==> config.mk <==
export PLATFORM = sky130hd
export DESIGN_NAME = uds_top
export DESIGN_NICKNAME = d
export VERILOG_FILES = /design/src/rtl/uds_tx.v /design/src/rtl/uds_top.v
export VERILOG_INCLUDE_DIRS = /design/src /design/src/rtl
export SDC_FILE = /design/constraint.sdc
export NUM_CORES = 1
export LEC_CHECK = 0
export BUFFER_PORTS_ARGS = -buffer_cell sky130_fd_sc_hd__buf_2
export CORE_ASPECT_RATIO = 1.5
export CORE_MARGIN = 2
export CORE_UTILIZATION = 40
export CTS_BUF_LIST = sky130_fd_sc_hd__clkbuf_16
export DETAILED_ROUTE_END_ITERATION = 10
export GPL_TIMING_DRIVEN = 0
export PLACE_DENSITY = 0.63
export SYNTH_ARGS = -nofsm -noshare
export SYNTH_HDL_FRONTEND = slang
export SYNTH_SLANG_ARGS = --single-unit
==> constraint.sdc <==
create_clock -name clk_i -period 6.8 [get_ports clk_i]
set_clock_uncertainty 0.1 [all_clocks]
set_input_delay 0.34 -clock clk_i [delete_from_list [all_inputs] [get_ports clk_i]]
set_output_delay 0.34 -clock clk_i [all_outputs]
set_load 0.01 [all_outputs]
==> src/rtl/uds_map.vh <==
// register offsets, status field positions, reset values and frame timing
// for the serial data and status registers; definitions only
`ifndef UDS_MAP_VH
`define UDS_MAP_VH

`define UDS_ADDR_W         12
`define UDS_OFF_HOLDING    12'h0F40
`define UDS_OFF_STATUS     12'h0F41

`define UDS_ST_RX_AVAIL    7
`define UDS_ST_PAR_FLT     6
`define UDS_ST_OE          5
`define UDS_ST_FRM_FLT     4
`define UDS_ST_BRK         3
`define UDS_ST_TX_EMPTY    2
`define UDS_ST_TX_IDLE     1
`define UDS_ST_CTS         0

`define UDS_RST_RX_AVAIL   1'b0
`define UDS_RST_FLAG       1'b0
`define UDS_RST_TX_EMPTY   1'b1
`define UDS_RST_DATA       8'h00

`define UDS_CLK_HZ         50000000
`define UDS_BAUD           115200
`define UDS_BIT_CLKS       (`UDS_CLK_HZ / `UDS_BAUD)
`define UDS_DATA_BITS      8
`define UDS_STOP_BITS      1
`define UDS_PARITY_EN      0
`define UDS_PARITY_ODD     0

`endif

==> src/rtl/uds_tx.v <==
// transmit shift engine: frames one byte as start, data, optional parity
// and stop bits; assumes the caller loads only while busy_o is low
`timescale 1ns/1ns
`default_nettype none
`include "uds_map.vh"

module uds_tx #(
  parameter integer BIT_CLKS   = `UDS_BIT_CLKS,
  parameter integer PARITY_EN  = `UDS_PARITY_EN,
  parameter integer PARITY_ODD = `UDS_PARITY_ODD,
  parameter integer STOP_BITS  = `UDS_STOP_BITS
) (
  input  wire       clk_i,
  input  wire       rst_i,
  input  wire       load_i,
  input  wire [7:0] data_i,
  output wire       busy_o,
  output reg        serial_o
);

  localparam integer FRAME = 1 + `UDS_DATA_BITS + PARITY_EN + STOP_BITS;

  reg [FRAME-1:0] shift_r;
  reg [15:0]      tick_r;
  reg [4:0]       left_r;
  wire            par_bit;
  wire [FRAME-1:0] frame_w;

  assign par_bit = (^data_i) ^ (PARITY_ODD != 0);
  // stop bits sit above the optional parity bit, start bit at the bottom
  generate
    if (PARITY_EN != 0)
    begin : g_par
      assign frame_w = {{STOP_BITS{1'b1}}, par_bit, data_i, 1'b0};
    end
    else
    begin : g_nopar
      assign frame_w = {{STOP_BITS{1'b1}}, data_i, 1'b0};
    end
  endgenerate

  assign busy_o = (left_r != 5'd0);

  always @(posedge clk_i or posedge rst_i)
  begin
    if (rst_i)
    begin
      shift_r  <= {FRAME{1'b1}};
      tick_r   <= 16'h0000;
      left_r   <= 5'd0;
      serial_o <= 1'b1;
    end
    else if (load_i && !busy_o)
    begin
      shift_r  <= {1'b1, frame_w[FRAME-1:1]};
      serial_o <= frame_w[0];
      tick_r   <= 16'h0000;
      left_r   <= FRAME[4:0];
    end
    else if (busy_o)
    begin
      if (tick_r == BIT_CLKS[15:0] - 16'h0001)
      begin
        tick_r   <= 16'h0000;
        left_r   <= left_r - 5'd1;
        serial_o <= (left_r == 5'd1) ? 1'b1 : shift_r[0];
        shift_r  <= {1'b1, shift_r[FRAME-1:1]};
      end
      else
      begin
        tick_r <= tick_r + 16'h0001;
      end
    end
  end

endmodule // uds_tx
`default_nettype wire

==> src/rtl/uds_top.v <==
// serial data and status registers with their receiver and transmitter
// assumes a register-file port with one-cycle read and write strobes,
// a fixed bit rate and pins synchronous to clk_i
//
// Summary of operation
// - a byte written to the transmit holding register is shifted out serially
// - one address writes transmit holding and reads receive holding
// - a received byte lands in the 8-bit receive holding register unless the held byte is unread
// - receive-available sets on a stored byte, clears on holding read unless a hidden overrun surfaces on it
// - parity fault sets on mismatch, clears on holding read
// - overrun sets on unread holding; read clears it only if available is 0
// - framing fault sets on missing stop bit, clears on holding read
// - break seen sets when data, parity and stop are all zero
// - transmit-holding-empty is 1 when free, 0 after a holding write
// - transmitter idle reads 1 only when shifting is finished
// - status bit 0 returns the live clear-to-send pin level
// - an overrun never overwrites the unread byte
// - overrun, and a break on the discarded byte, stay hidden until the valid byte is read
`timescale 1ns/1ns
`default_nettype none
`include "uds_map.vh"

module uds_top #(
  parameter integer BIT_CLKS   = `UDS_BIT_CLKS,
  parameter integer PARITY_EN  = `UDS_PARITY_EN,
  parameter integer PARITY_ODD = `UDS_PARITY_ODD,
  parameter integer STOP_BITS  = `UDS_STOP_BITS
) (
  input  wire                   clk_i,
  input  wire                   rst_i,
  input  wire [`UDS_ADDR_W-1:0] addr_i,
  input  wire                   wr_en_i,
  input  wire                   rd_en_i,
  input  wire [7:0]             wdata_i,
  output reg  [7:0]             rdata_o,
  input  wire                   serial_in_pin_i,
  output wire                   serial_out_pin_o,
  input  wire                   cts_n_i
);

  localparam integer NBITS = `UDS_DATA_BITS + PARITY_EN + STOP_BITS;
  localparam [1:0] RX_IDLE  = 2'd0;
  localparam [1:0] RX_START = 2'd1;
  localparam [1:0] RX_BITS  = 2'd2;
  localparam [15:0] BIT_END  = BIT_CLKS[15:0] - 16'h0001;
  localparam [15:0] HALF_END = BIT_CLKS[16:1] - 16'h0001;

  // register-file decode
  wire sel_hold;
  wire sel_stat;
  wire wr_hold;
  wire rd_hold;

  assign sel_hold = (addr_i == `UDS_OFF_HOLDING);
  assign sel_stat = (addr_i == `UDS_OFF_STATUS);
  assign wr_hold  = wr_en_i && sel_hold;
  assign rd_hold  = rd_en_i && sel_hold;

  // transmit side
  reg  [7:0] tx_hold_r;
  reg        tx_holding_empty_r;
  wire       tx_busy;
  wire       tx_load;
  wire       tx_idle;

  assign tx_load = !tx_holding_empty_r && !tx_busy;
  // a byte waiting in the holding register also counts as not idle
  assign tx_idle = !tx_busy && tx_holding_empty_r;

  always @(posedge clk_i or posedge rst_i)
  begin
    if (rst_i)
    begin
      tx_hold_r          <= `UDS_RST_DATA;
      tx_holding_empty_r <= `UDS_RST_TX_EMPTY;
    end
    else if (wr_hold)
    begin
      // a write in the same cycle as the hand-off leaves the new byte
      // pending, so nothing is lost; an early write replaces the byte
      tx_hold_r          <= wdata_i;
      tx_holding_empty_r <= 1'b0;
    end
    else if (tx_load)
    begin
      tx_holding_empty_r <= 1'b1;
    end
  end

  uds_tx #(
    .BIT_CLKS   (BIT_CLKS),
    .PARITY_EN  (PARITY_EN),
    .PARITY_ODD (PARITY_ODD),
    .STOP_BITS  (STOP_BITS)
  ) u_tx (
    .clk_i    (clk_i),
    .rst_i    (rst_i),
    .load_i   (tx_load),
    .data_i   (tx_hold_r),
    .busy_o   (tx_busy),
    .serial_o (serial_out_pin_o)
  );

  // receive deserialiser, sampling mid-bit
  reg [1:0]       rx_state_r;
  reg [15:0]      rx_tick_r;
  reg [4:0]       rx_cnt_r;
  reg [NBITS-1:0] rx_sh_r;
  reg             rx_done_r;

  always @(posedge clk_i or posedge rst_i)
  begin
    if (rst_i)
    begin
      rx_state_r <= RX_IDLE;
      rx_tick_r  <= 16'h0000;
      rx_cnt_r   <= 5'd0;
      rx_sh_r    <= {NBITS{1'b0}};
      rx_done_r  <= 1'b0;
    end
    else
    begin
      rx_done_r <= 1'b0;
      case (rx_state_r)
        RX_IDLE:
        begin
          rx_tick_r <= 16'h0000;
          if (!serial_in_pin_i)
          begin
            rx_state_r <= RX_START;
          end
        end
        RX_START:
        begin
          if (rx_tick_r == HALF_END)
          begin
            rx_tick_r <= 16'h0000;
            rx_cnt_r  <= 5'd0;
            // a start bit gone high by mid-bit was a glitch
            rx_state_r <= serial_in_pin_i ? RX_IDLE : RX_BITS;
          end
          else
          begin
            rx_tick_r <= rx_tick_r + 16'h0001;
          end
        end
        RX_BITS:
        begin
          if (rx_tick_r == BIT_END)
          begin
            rx_tick_r <= 16'h0000;
            rx_sh_r   <= {serial_in_pin_i, rx_sh_r[NBITS-1:1]};
            rx_cnt_r  <= rx_cnt_r + 5'd1;
            if (rx_cnt_r == NBITS[4:0] - 5'd1)
            begin
              rx_done_r  <= 1'b1;
              rx_state_r <= RX_IDLE;
            end
          end
          else
          begin
            rx_tick_r <= rx_tick_r + 16'h0001;
          end
        end
        default:
        begin
          rx_state_r <= RX_IDLE;
        end
      endcase
    end
  end

  // frame decode of the completed character
  wire [7:0] rx_byte;
  wire       rx_par_bad;
  wire       rx_frm_bad;
  wire       rx_brk;

  assign rx_byte    = rx_sh_r[7:0];
  assign rx_frm_bad = !rx_sh_r[`UDS_DATA_BITS + PARITY_EN];
  assign rx_brk     = ~|rx_sh_r;
  generate
    if (PARITY_EN != 0)
    begin : g_rpar
      assign rx_par_bad = rx_sh_r[8] ^ (^rx_byte) ^ (PARITY_ODD != 0);
    end
    else
    begin : g_rnopar
      assign rx_par_bad = 1'b0;
    end
  endgenerate

  // receive holding register and sticky status
  reg [7:0] rx_hold_r;
  reg       rx_available_r;
  reg       parity_fault_r;
  reg       overrun_r;
  reg       framing_fault_r;
  reg       break_seen_r;
  reg       pend_ovr_r;
  reg       pend_brk_r;

  reg       avail_nxt;
  reg       par_nxt;
  reg       oe_nxt;
  reg       frm_nxt;
  reg       brk_nxt;
  reg       pov_nxt;
  reg       pbk_nxt;
  reg [7:0] hold_nxt;

  always @*
  begin
    avail_nxt = rx_available_r;
    par_nxt   = parity_fault_r;
    oe_nxt    = overrun_r;
    frm_nxt   = framing_fault_r;
    brk_nxt   = break_seen_r;
    pov_nxt   = pend_ovr_r;
    pbk_nxt   = pend_brk_r;
    hold_nxt  = rx_hold_r;
    // effect of a holding read comes first
    if (rd_hold)
    begin
      if (!rx_available_r)
      begin
        oe_nxt  = 1'b0;
        brk_nxt = 1'b0;
      end
      else
      begin
        avail_nxt = 1'b0;
        par_nxt   = 1'b0;
        frm_nxt   = 1'b0;
        // break shown with an overrun leaves with the overrun
        if (!overrun_r)
        begin
          brk_nxt = 1'b0;
        end
      end
      if (pend_ovr_r)
      begin
        // hidden overrun surfaces on a byte that must be discarded
        avail_nxt = 1'b1;
        oe_nxt    = 1'b1;
        brk_nxt   = pend_brk_r;
        par_nxt   = 1'b0;
        frm_nxt   = 1'b0;
        pov_nxt   = 1'b0;
        pbk_nxt   = 1'b0;
      end
    end
    // a character completing in the same cycle still takes effect
    if (rx_done_r)
    begin
      if (avail_nxt)
      begin
        pov_nxt = 1'b1;
        pbk_nxt = pbk_nxt | rx_brk;
      end
      else
      begin
        hold_nxt  = rx_byte;
        avail_nxt = 1'b1;
        par_nxt   = rx_par_bad;
        frm_nxt   = rx_frm_bad;
        brk_nxt   = rx_brk;
      end
    end
  end

  always @(posedge clk_i or posedge rst_i)
  begin
    if (rst_i)
    begin
      rx_hold_r       <= `UDS_RST_DATA;
      rx_available_r  <= `UDS_RST_RX_AVAIL;
      parity_fault_r  <= `UDS_RST_FLAG;
      overrun_r       <= `UDS_RST_FLAG;
      framing_fault_r <= `UDS_RST_FLAG;
      break_seen_r    <= `UDS_RST_FLAG;
      pend_ovr_r      <= `UDS_RST_FLAG;
      pend_brk_r      <= `UDS_RST_FLAG;
    end
    else
    begin
      rx_hold_r       <= hold_nxt;
      rx_available_r  <= avail_nxt;
      parity_fault_r  <= par_nxt;
      overrun_r       <= oe_nxt;
      framing_fault_r <= frm_nxt;
      break_seen_r    <= brk_nxt;
      pend_ovr_r      <= pov_nxt;
      pend_brk_r      <= pbk_nxt;
    end
  end

  // status image
  wire [7:0] status_w;

  assign status_w[`UDS_ST_RX_AVAIL] = rx_available_r;
  assign status_w[`UDS_ST_PAR_FLT]  = parity_fault_r;
  assign status_w[`UDS_ST_OE]       = overrun_r;
  assign status_w[`UDS_ST_FRM_FLT]  = framing_fault_r;
  assign status_w[`UDS_ST_BRK]      = break_seen_r;
  assign status_w[`UDS_ST_TX_EMPTY] = tx_holding_empty_r;
  assign status_w[`UDS_ST_TX_IDLE]  = tx_idle;
  assign status_w[`UDS_ST_CTS]      = cts_n_i;

  // read data registered; unmapped reads return zero
  always @(posedge clk_i or posedge rst_i)
  begin
    if (rst_i)
    begin
      rdata_o <= `UDS_RST_DATA;
    end
    else if (rd_en_i)
    begin
      if (sel_hold)
      begin
        rdata_o <= rx_hold_r;
      end
      else if (sel_stat)
      begin
        rdata_o <= status_w;
      end
      else
      begin
        rdata_o <= `UDS_RST_DATA;
      end
    end
  end

endmodule // uds_top
`default_nettype wire

==> flow_summary.json, run 1 <==
{
  "htreeDepth": 3,
  "final_common_cell": "dfrtp_1",
  "ys_seq_elements": 95,
  "stdcell_count": 662,
  "power.share.switching_pct": 19.4,
  "async_reset_ff_share_pct": 100,
  "cts_tree": "built",
  "max_stage_delay_ps": 830,
  "crit_chain": "inv_1 -> ha_1 -> nor4b_1 -> and2_1 -> clkbuf_1 -> mux2i_1 -> o22ai_1",
  "viasPerCell": 5.32,
  "grt_util_all_layers_pct": 16.3,
  "worst_pin_slew_ps": 1010,
  "dp.cells": 645,
  "rows": 48,
  "ys_seq_area_share_pct": 50.6,
  "num_vias": 3520,
  "io_pins": 35,
  "clkPwrFrac_pct": 48.7,
  "yosysTopAreaCellShare_pct": 45.1,
  "fin_crit_ps": 2720,
  "yosys_warnings": 0,
  "cts_root_buf": "clkbuf_16",
  "synth_flop_cell": "dfrtp_1",
  "fmax_mhz": 368,
  "seq_area_um2": 2390,
  "finalHoldViolations": 0,
  "synthesis.instances": 462,
  "clk_path_buf_depth": 2,
  "p_int_uw": 932,
  "grt_pass1_wl_mm": 16.4,
  "rsz0062_at_grt": "no",
  "drc_errors": 0,
  "dp_hpwl_mm": 6.83,
  "syn-cell-area_um2": 4720,
  "tns_ps": 0,
  "comb_power_share_pct": 2.4,
  "start_util_pct": 40.9,
  "ant_nets": 0,
  "cts_buffers": 9,
  "route.met2.wl_mm": 4.90,
  "die_h_um": 137,
  "fin_crit_sh_pct": 40.0,
  "arrival_ps": 2870,
  "required_ps": 6950,
  "cts_resized": 0,
  "gp_congestion": 0.766,
  "n_fill_cell": 1112,
  "p_per_area_nw_per_um2": 213,
  "multi_input_area_um2": 2150,
  "fin_nets": 546,
  "grt-ovfl-total": 0,
  "port_buffers": 32,
  "cp-start-kind": "flip-flop",
  "path_class": "reg2reg",
  "status": "finished clean",
  "leakage_uw": 0.00250,
  "clk_latency_ps": 340,
  "cap_violations": 0,
  "power_switching_uw": 225,
  "grt_pass1_vias": 3530,
  "routed-wl-met3_um": 274,
  "relSlewSlack_pct": 31.5,
  "wl_per_cell_um": 14.3,
  "seq_power_share_pct": 48.9,
  "topRoutingLayerUsed": "met4",
  "slew_viol_final": 0,
  "yosysUniqueCellTypes": 50,
  "end_kind": "flip-flop",
  "avgSynthCellArea_um2": 10.2,
  "grt_max_degree": 59,
  "critPathMaxFanout": 10,
  "first_pass_iters": 4,
  "core_um2": 11500,
  "synth_nets": 501,
  "synth_area_leaders": "dfrtp_1 (45%), mux2_2 (5.7%), dfstp_2 (5.6%), ha_1 (3.4%), nand2_1 (3.3%)",
  "num_antenna_cells": 0,
  "dieArea_um2": 12700,
  "drive_above_1_share_pct": 17.2,
  "final_cell_mix": "dfrtp_1 (85), nand2_1 (42), inv_1 (35)",
  "grt_antenna_before_repair": 0,
  "areaGrowthSynthToFinish_pct": 15.3,
  "wl_met1_mm": 4.19,
  "hold_class": "in2reg",
  "die_w_um": 92.7,
  "cp_slowest_cell": "nor4b_1",
  "dr.first_iter.drc_count": 168,
  "clk_pin_slew_ps": 70,
  "routed_wl_mm": 9.49,
  "synth_edf_count": 0,
  "synth_top_cell_by_area": "dfrtp_1",
  "ir_drop_mv": 0.138,
  "cts.sinks": 95,
  "setup_viol": 0
}
==> area by class of cell <==
class                   count  area share (%)
multi-input cells         318            39.4
clock buffers               9            4.14
plain buffers              13           0.919
well taps                 150            3.45
inverters                  36            2.53
clock inverters             7            2.05
flip-flops and latches     95            43.9
repair buffers             34            3.63
==> synthesized netlist by cell type (11+ instances only) <==
cell and number:
dfrtp_1 85, inv_1 36, a21oi_1 18, nand2_1 42, ha_1 13, nand3_1 16
nor2_1 25, nor3_1 15, o22ai_1 19, clkbuf_1 11, o21ai_0 31, nand4_1 11
mux2_2 24
==> registers in the layout (all words and copies together) (netlist names), 2 cells and up <==
register / cells
rx_sh_r: 9
rx_hold_r: 8
u_tx.left_r: 5
u_tx.shift_r: 8
rx_tick_r: 16
rx_cnt_r: 5
tx_hold_r: 8
rdata_o: 8
u_tx.tick_r: 16
rx_state_r: 2
==> repair_timing <==
item,CTS,global route
endpoints found under the hold margin,27,0
buffers inserted,0,0
hold buffers,1,0
==> power by group through the flow <==
stage	sequential, uW	clock, uW	combinational (uW)
after floorplan	576	0	13.6
after global placement	576	0	24.8
after detailed placement	576	0	27.9
after CTS	566	580	28.4
after global routing	565	604	31.6
final	566	564	27.3
==> worst paths after layout <==
kind                            startpoint              end  slack, ps  cells past startpoint
min in group asynchronous            rst_i     tx_hold_r[1]        480                      3
max reg2reg                 u_tx.left_r[0]       rdata_o[1]       4080                      7
max in group asynchronous            rst_i       rdata_o[0]       5470                      4
min                             wdata_i[0]     tx_hold_r[0]        130                      2
min reg2reg                u_tx.shift_r[1]  u_tx.shift_r[1]        360                      2
max                         u_tx.left_r[0]       rdata_o[1]       4080                      7
==> through the flow <==
step	hold slack, ps	setup slack [ps]	cell area (um^2)	power [uW]	util [%]
finish	130	4080	5450	1160	47.2
global route	125	3720	5450	1200	47.2
CTS	117	4020	5450	1170	47.2
detailed placement	307	4040	5100	604	44.2
global placement	350	2840	5070	601	44.0
floorplan	341	3900	4720	590	-
==> critical path: cells and delay by family, from the launching register on <==
kind / cells / cell delay (ps)
AO/OA/AOI/OAI: 1 / 170
adder cells (fa/ha/maj): 1 / 180
buffers and inverters: 2 / 480
flip-flops: 1 / 420
multiplexers: 1 / 190
AND/OR/NAND/NOR: 2 / 1080
==> routing by layer <==
metal / vias up / GRT usage [%]
met3: 10 / 3.58
li1: 1735 / -
met2: 47 / 28.4
met1: 1728 / 19.6
met4: 0 / 6.29
met5: - / 0
==> cells by family (layout without fill, tap and decap cells) <==
family	after synthesis	count (layout)	synth area share [%]
buf+inv	49	99	3.92
flops	95	95	50.6
mux	34	34	7.85
xor+xnor	17	17	3.15
compound gates	90	90	11.4
fa+ha+maj	13	13	3.45
simple gates	164	164	19.6
No activity file was read; power rests on OpenSTA's default activity.
==> inputs of run 2 (changes only) <==
--- a/config.mk
+++ b/config.mk
@@ -6,6 +6,7 @@
 export SDC_FILE = /design/constraint.sdc
 export NUM_CORES = 1
 export LEC_CHECK = 0
+export ABC_AREA = 1
 export BUFFER_PORTS_ARGS = -buffer_cell sky130_fd_sc_hd__buf_2
 export CORE_ASPECT_RATIO = 1.5
 export CORE_MARGIN = 2
@@ -13,7 +14,7 @@
 export CTS_BUF_LIST = sky130_fd_sc_hd__clkbuf_16
 export DETAILED_ROUTE_END_ITERATION = 10
 export GPL_TIMING_DRIVEN = 0
-export PLACE_DENSITY = 0.63
+export PLACE_DENSITY = 0.65
 export SYNTH_ARGS = -nofsm -noshare
 export SYNTH_HDL_FRONTEND = slang
 export SYNTH_SLANG_ARGS = --single-unit
==> constraint.sdc (replaced) <==
create_clock -name clk_i -period 2.32 [get_ports clk_i]
set_clock_uncertainty 0.1 [all_clocks]
set_input_delay 0.116 -clock clk_i [delete_from_list [all_inputs] [get_ports clk_i]]
set_output_delay 0.116 -clock clk_i [all_outputs]
set_load 0.01 [all_outputs]
==> flow_summary.json, run 2 <==
{
  "status": "finished clean",
  "ys_seq_area_share_pct": 45.5,
  "ir_drop_mv": 0.655,
  "fin_crit_ps": 1950,
  "yosysTopAreaCellShare_pct": 40.5,
  "ant_nets": 0,
  "synth_nets": 705,
  "core_um2": 12900,
  "final_common_cell": "nand2_1",
  "rows": 51,
  "cts_buffers": 9,
  "synth_area_leaders": "dfrtp_1 (41%), nand2_1 (15%), nand3_1 (6.8%), inv_1 (5.1%), dfstp_2 (5.0%)",
  "async_reset_ff_share_pct": 100,
  "fin_crit_sh_pct": 83.8,
  "rsz0062_at_grt": "no",
  "gp_congestion": 0.890,
  "multi_input_area_um2": 2430,
  "cap_violations": 0,
  "finalHoldViolations": 0,
  "grt_pass1_wl_mm": 19.5,
  "start_util_pct": 40.7,
  "synth_top_cell_by_area": "dfrtp_1",
  "yosys_warnings": 0,
  "leakage_uw": 0.00290,
  "cts.sinks": 95,
  "dieArea_um2": 14100,
  "die_h_um": 144,
  "clk_pin_slew_ps": 70,
  "wl_per_cell_um": 12.6,
  "seq_area_um2": 2390,
  "first_pass_iters": 5,
  "yosysUniqueCellTypes": 37,
  "cts_root_buf": "clkbuf_16",
  "tns_ps": 0,
  "path_class": "reg2reg",
  "required_ps": 2410,
  "dr.first_iter.drc_count": 169,
  "cts_tree": "built",
  "dp_hpwl_mm": 8.47,
  "slew_viol_final": 0,
  "drc_errors": 0,
  "p_per_area_nw_per_um2": 693,
  "num_vias": 4413,
  "fin_nets": 762,
  "cp-start-kind": "flip-flop",
  "n_fill_cell": 1257,
  "fmax_mhz": 514,
  "viasPerCell": 4.98,
  "areaGrowthSynthToFinish_pct": 15.7,
  "hold_class": "in2reg",
  "grt_util_all_layers_pct": 16.8,
  "post_cts_buffers": 0,
  "yosysMostFrequentCell": "nand2_1",
  "grt_pass1_vias": 4411,
  "fin_hold_ws_ps": 46.1,
  "synth_edf_count": 0,
  "finalPower_uw": 4210,
  "grt_antenna_before_repair": 0,
  "grt_max_degree": 38,
  "synth_flop_cell": "dfrtp_1",
  "io_pins": 35,
  "avgSynthCellArea_um2": 7.88,
  "worst_pin_slew_ps": 784,
  "relSlewSlack_pct": 47.7,
  "clk_latency_ps": 340,
  "synthTopCellsByCount": "nand2_1 (207), dfrtp_1 (85), inv_1 (71), nand3_1 (71), nor2_1 (42)",
  "ys_seq_elements": 95,
  "grt-ovfl-total": 0,
  "critPathMaxFanout": 10,
  "htreeDepth": 3,
  "clk_path_buf_depth": 2,
  "routed_wl_mm": 11.2,
  "setup_viol": 0,
  "arrival_ps": 2040,
  "syn-cell-area_um2": 5250,
  "synthesis.instances": 666,
  "top_regs": "rx_tick_r x16, u_tx.tick_r x16, rx_sh_r x9",
  "end_kind": "flip-flop",
  "die_w_um": 97.5,
  "final_cell_mix": "nand2_1 (207), dfrtp_1 (85), nand3_1 (71)",
  "drive_above_1_share_pct": 17.3,
  "num_antenna_cells": 0,
  "port_buffers": 33
}
==> run 2: cell count changes after synthesis, sizes merged, moves of 12 or more <==
cell   delta
nand3    +58
o22ai    -12
mux2     -24
nand2   +182
inv      +43
nor2     +28
==> run 2: area by class of cell <==
cell class	instances	area share [%]
clock inverter	7	1.32
sequential	95	39.3
buffer	15	1.92
timing repair buffer	46	5.19
clock buffer	9	3.71
multi-input combinational	475	40.0
tap	159	3.28
inverter	81	5.19
==> run 2: repair_timing <==
action	in CTS	in global routing
hold endpoints to repair	31	0
hold buffers	11	0
gates resized for setup	0	0
==> run 2: logic make-up (layout without fill, tap and decap cells) <==
| group | Yosys count | in the layout | synth area share [%] |
|---|---|---|---|
| simple gates | 381 | 381 | 33.6 |
| compound gates | 67 | 67 | 7.32 |
| buf+inv | 96 | 158 | 8.15 |
| fa+ha+maj | 13 | 13 | 3.10 |
| xor+xnor | 14 | 14 | 2.34 |
| flops | 95 | 95 | 45.5 |
==> run 2: stage by stage <==
stage	instance area [um^2]	setup WS [ps]	cells	utilization [%]
2_1_floorplan	5250	710	666	-
3_3_place_gp	5620	310	858	43.6
3_5_place_dp	5660	362	860	43.9
4_1_cts	6070	342	887	47.1
5_1_grt	6070	244	887	47.1
6_report	6070	375	887	47.1
==> run 2: final timing paths <==
kind	start	endpoint	slack, ps	depth (start not counted)
min in group asynchronous	rst_i	tx_hold_r[0]	290	3
max in group asynchronous	rst_i	rx_cnt_r[3]	1010	5
worst min-delay path	rd_en_i	rdata_o[0]	50	3
worst max-delay path	rx_state_r[0]	rx_tick_r[14]	370	4
worst max register to register	rx_state_r[0]	rx_tick_r[14]	370	4
worst min register to register	u_tx.shift_r[1]	u_tx.shift_r[1]	360	2
==> run 2: worst max-delay path: stages (launching register included) <==
cell and delay, ps:
dfrtp_1 420, ha_1 310, clkinv_1 200, clkbuf_1 620
a21oi_1 140
==> run 2: power breakdown <==
group / switching (uW) / internal [uW]
combinational: 601 / 312
sequential: 62.6 / 1720
clock: 662 / 847
==> run 2: layer usage <==
| layer | vias up | GRT usage, % | part of all wire (%) |
|---|---|---|---|
| li1 | 2253 | - | - |
| met1 | 2082 | 18.9 | 42 |
| met2 | 62 | 31.8 | 54 |
| met3 | 16 | 2.46 | 2.4 |
| met4 | 0 | 6.29 | 1.9 |
| met5 | - | 0 | 0 |
==> inputs of run 3 (changes only) <==
==> constraint.sdc (replaced) <==
create_clock -name clk_i -period 1.7 [get_ports clk_i]
set_clock_uncertainty 0.1 [all_clocks]
set_input_delay 0.085 -clock clk_i [delete_from_list [all_inputs] [get_ports clk_i]]
set_output_delay 0.085 -clock clk_i [all_outputs]
set_load 0.01 [all_outputs]
==> flow_summary.json, run 3 (synthesized netlist as in run 2, its figures left out) <==
{
  "status": "finished, violations left",
  "violations": "setup timing",
  "ant_nets": 0,
  "hold_class": "in2reg",
  "cts.sinks": 95,
  "cp-start-kind": "flip-flop",
  "arrival_ps": 1850,
  "leakage_uw": 0.00307,
  "start_util_pct": 40.7,
  "grt_util_all_layers_pct": 17.2,
  "reg2regPathDepth": 9,
  "htreeDepth": 3,
  "end_kind": "flip-flop",
  "drc_errors": 0,
  "port_buffers": 33,
  "relSlewSlack_pct": 52.2,
  "rows": 51,
  "cts_buffers": 9,
  "grt_pass1_wl_mm": 20.0,
  "top_regs": "rx_tick_r x16, u_tx.tick_r x16, rx_sh_r x9",
  "required_ps": 1830,
  "p_per_area_nw_per_um2": 973,
  "core_um2": 12900,
  "holdPathStages": 3,
  "gp_congestion": 0.890,
  "setup_viol": 7,
  "fmax_mhz": 582,
  "finalHoldViolations": 0,
  "slew_viol_final": 0,
  "grt_max_degree": 38,
  "fin_crit_ps": 1720,
  "grt-ovfl-total": 0,
  "first_pass_iters": 5,
  "path_class": "reg2reg",
  "clk_latency_ps": 340,
  "fin_nets": 788,
  "final_common_cell": "nand2_1",
  "routed_wl_mm": 12.2,
  "clk_path_buf_depth": 2,
  "areaGrowthSynthToFinish_pct": 24.9,
  "ff2ff_setup_slack_ps": -20,
  "fin_ws_ps": -18.9,
  "io_pins": 35,
  "stdcell_count": 913,
  "grt_pass1_vias": 4490,
  "ir_drop_mv": 0.879,
  "fin_hold_ws_ps": 17.2,
  "dieArea_um2": 14100,
  "final_cell_mix": "nand2_1 (201), dfrtp_1 (83), nand3_1 (68)",
  "num_vias": 4589,
  "dp_hpwl_mm": 8.47,
  "wl_per_cell_um": 13.3,
  "hold_start": "rd_en_i",
  "num_antenna_cells": 0,
  "fin_crit_sh_pct": 101,
  "dp.cells": 860,
  "cts_tree": "built",
  "rr_endpoint": "u_tx.left_r[3]",
  "drive_above_1_share_pct": 25.6,
  "worst_pin_slew_ps": 712,
  "cap_violations": 0,
  "post-route-util_pct": 50.9,
  "critPathMaxFanout": 5,
  "holdPathEnd": "rdata_o[0]",
  "r2r_start": "u_tx.tick_r[2]",
  "cts_root_buf": "clkbuf_16",
  "grt_antenna_before_repair": 0,
  "clk_pin_slew_ps": 70,
  "dr.first_iter.drc_count": 180,
  "viasPerCell": 5.03,
  "die_h_um": 144,
  "rsz0062_at_grt": "yes",
  "die_w_um": 97.5
}
==> run 3: cell count changes in the layout (fill, tap and decap cells not counted), moves of 4 or more <==
| cell | previous run | this run |
|---|---|---|
| buf_4 | 2 | 24 |
| ha_1 | 13 | 6 |
| inv_1 | 70 | 63 |
| inv_2 | 7 | 13 |
| nand2_1 | 207 | 201 |
| nor2_1 | 42 | 36 |
| ha_2 | 0 | 5 |
| nor2_4 | 5 | 9 |
==> run 3: how the worst max path moves through the flow <==
stage               depth (start not counted)           start  slack (ps)         endpoint
floorplan                                   4   rx_state_r[0]          90    rx_tick_r[14]
CTS                                         9  u_tx.left_r[1]         -20   u_tx.tick_r[1]
global placement                            2           rst_i        -280       rdata_o[6]
finish                                      9  u_tx.tick_r[2]         -20   u_tx.left_r[3]
global route                                9  u_tx.tick_r[2]         -70  u_tx.shift_r[6]
detailed placement                          4   rx_state_r[0]        -260    rx_tick_r[14]
==> run 3: critical path: stages (launching register included) <==
cell	delay, ps
dfrtp_1	430
inv_1	130
nand4_1	160
nor3_4	260
nand2_2	130
nand2_4	120
nand2_4	60
buf_6	130
nand2_1	50
nand2_1	50
==> run 3: metrics by stage <==
stage	total power (uW)	TNS [ps]	worst slack [ps]	area [um^2]
2_1_floorplan	3410	0	90.2	5250
3_3_place_gp	3660	-25650	-279	5620
4_1_cts	6000	-86.5	-19.8	6220
5_1_grt	6680	-1160	-67.0	6560
6_report	6380	-50.1	-18.9	6560
3_5_place_dp	3710	-4430	-258	5660
==> run 3: per-layer routing <==
metal / share of wire (%) / global-route usage [%] / wire length (um) / vias up
met5: 0 / 0 / 0 / -
li1: - / - / - / 2315
met1: 41 / 19.3 / 4940 / 2188
met2: 55 / 32.5 / 6730 / 68
met3: 2.3 / 2.51 / 274 / 18
met4: 1.8 / 6.87 / 219 / 0
==> run 3: power by group <==
part	total, uW	switching, uW	internal [uW]
combinational	1880	1060	827
sequential	2450	96.8	2350
clock	2050	893	1160
==> run 3: what timing repair did <==
| action | 4_1_cts | 5_1_grt |
|---|---|---|
| hold buffers | 11 | 0 |
| pin swaps | 8 | 10 |
| resized for setup | 20 | 43 |
| gates cloned | 1 | 4 |
| hold endpoints to repair | 31 | 0 |
| endpoints found under the setup margin | 50 | 59 |
| buffers inserted | 6 | 16 |
==> run 3: cell type report <==
cell class	instances	area [um^2]
Fill cell	1193	6330
Multi-Input combinational cell	476	2640
Sequential cell	95	2390
Timing Repair Buffer	72	568
Inverter	81	332
Clock buffer	9	225
Tap cell	159	199
Buffer	14	126
Clock inverter	7	80.1
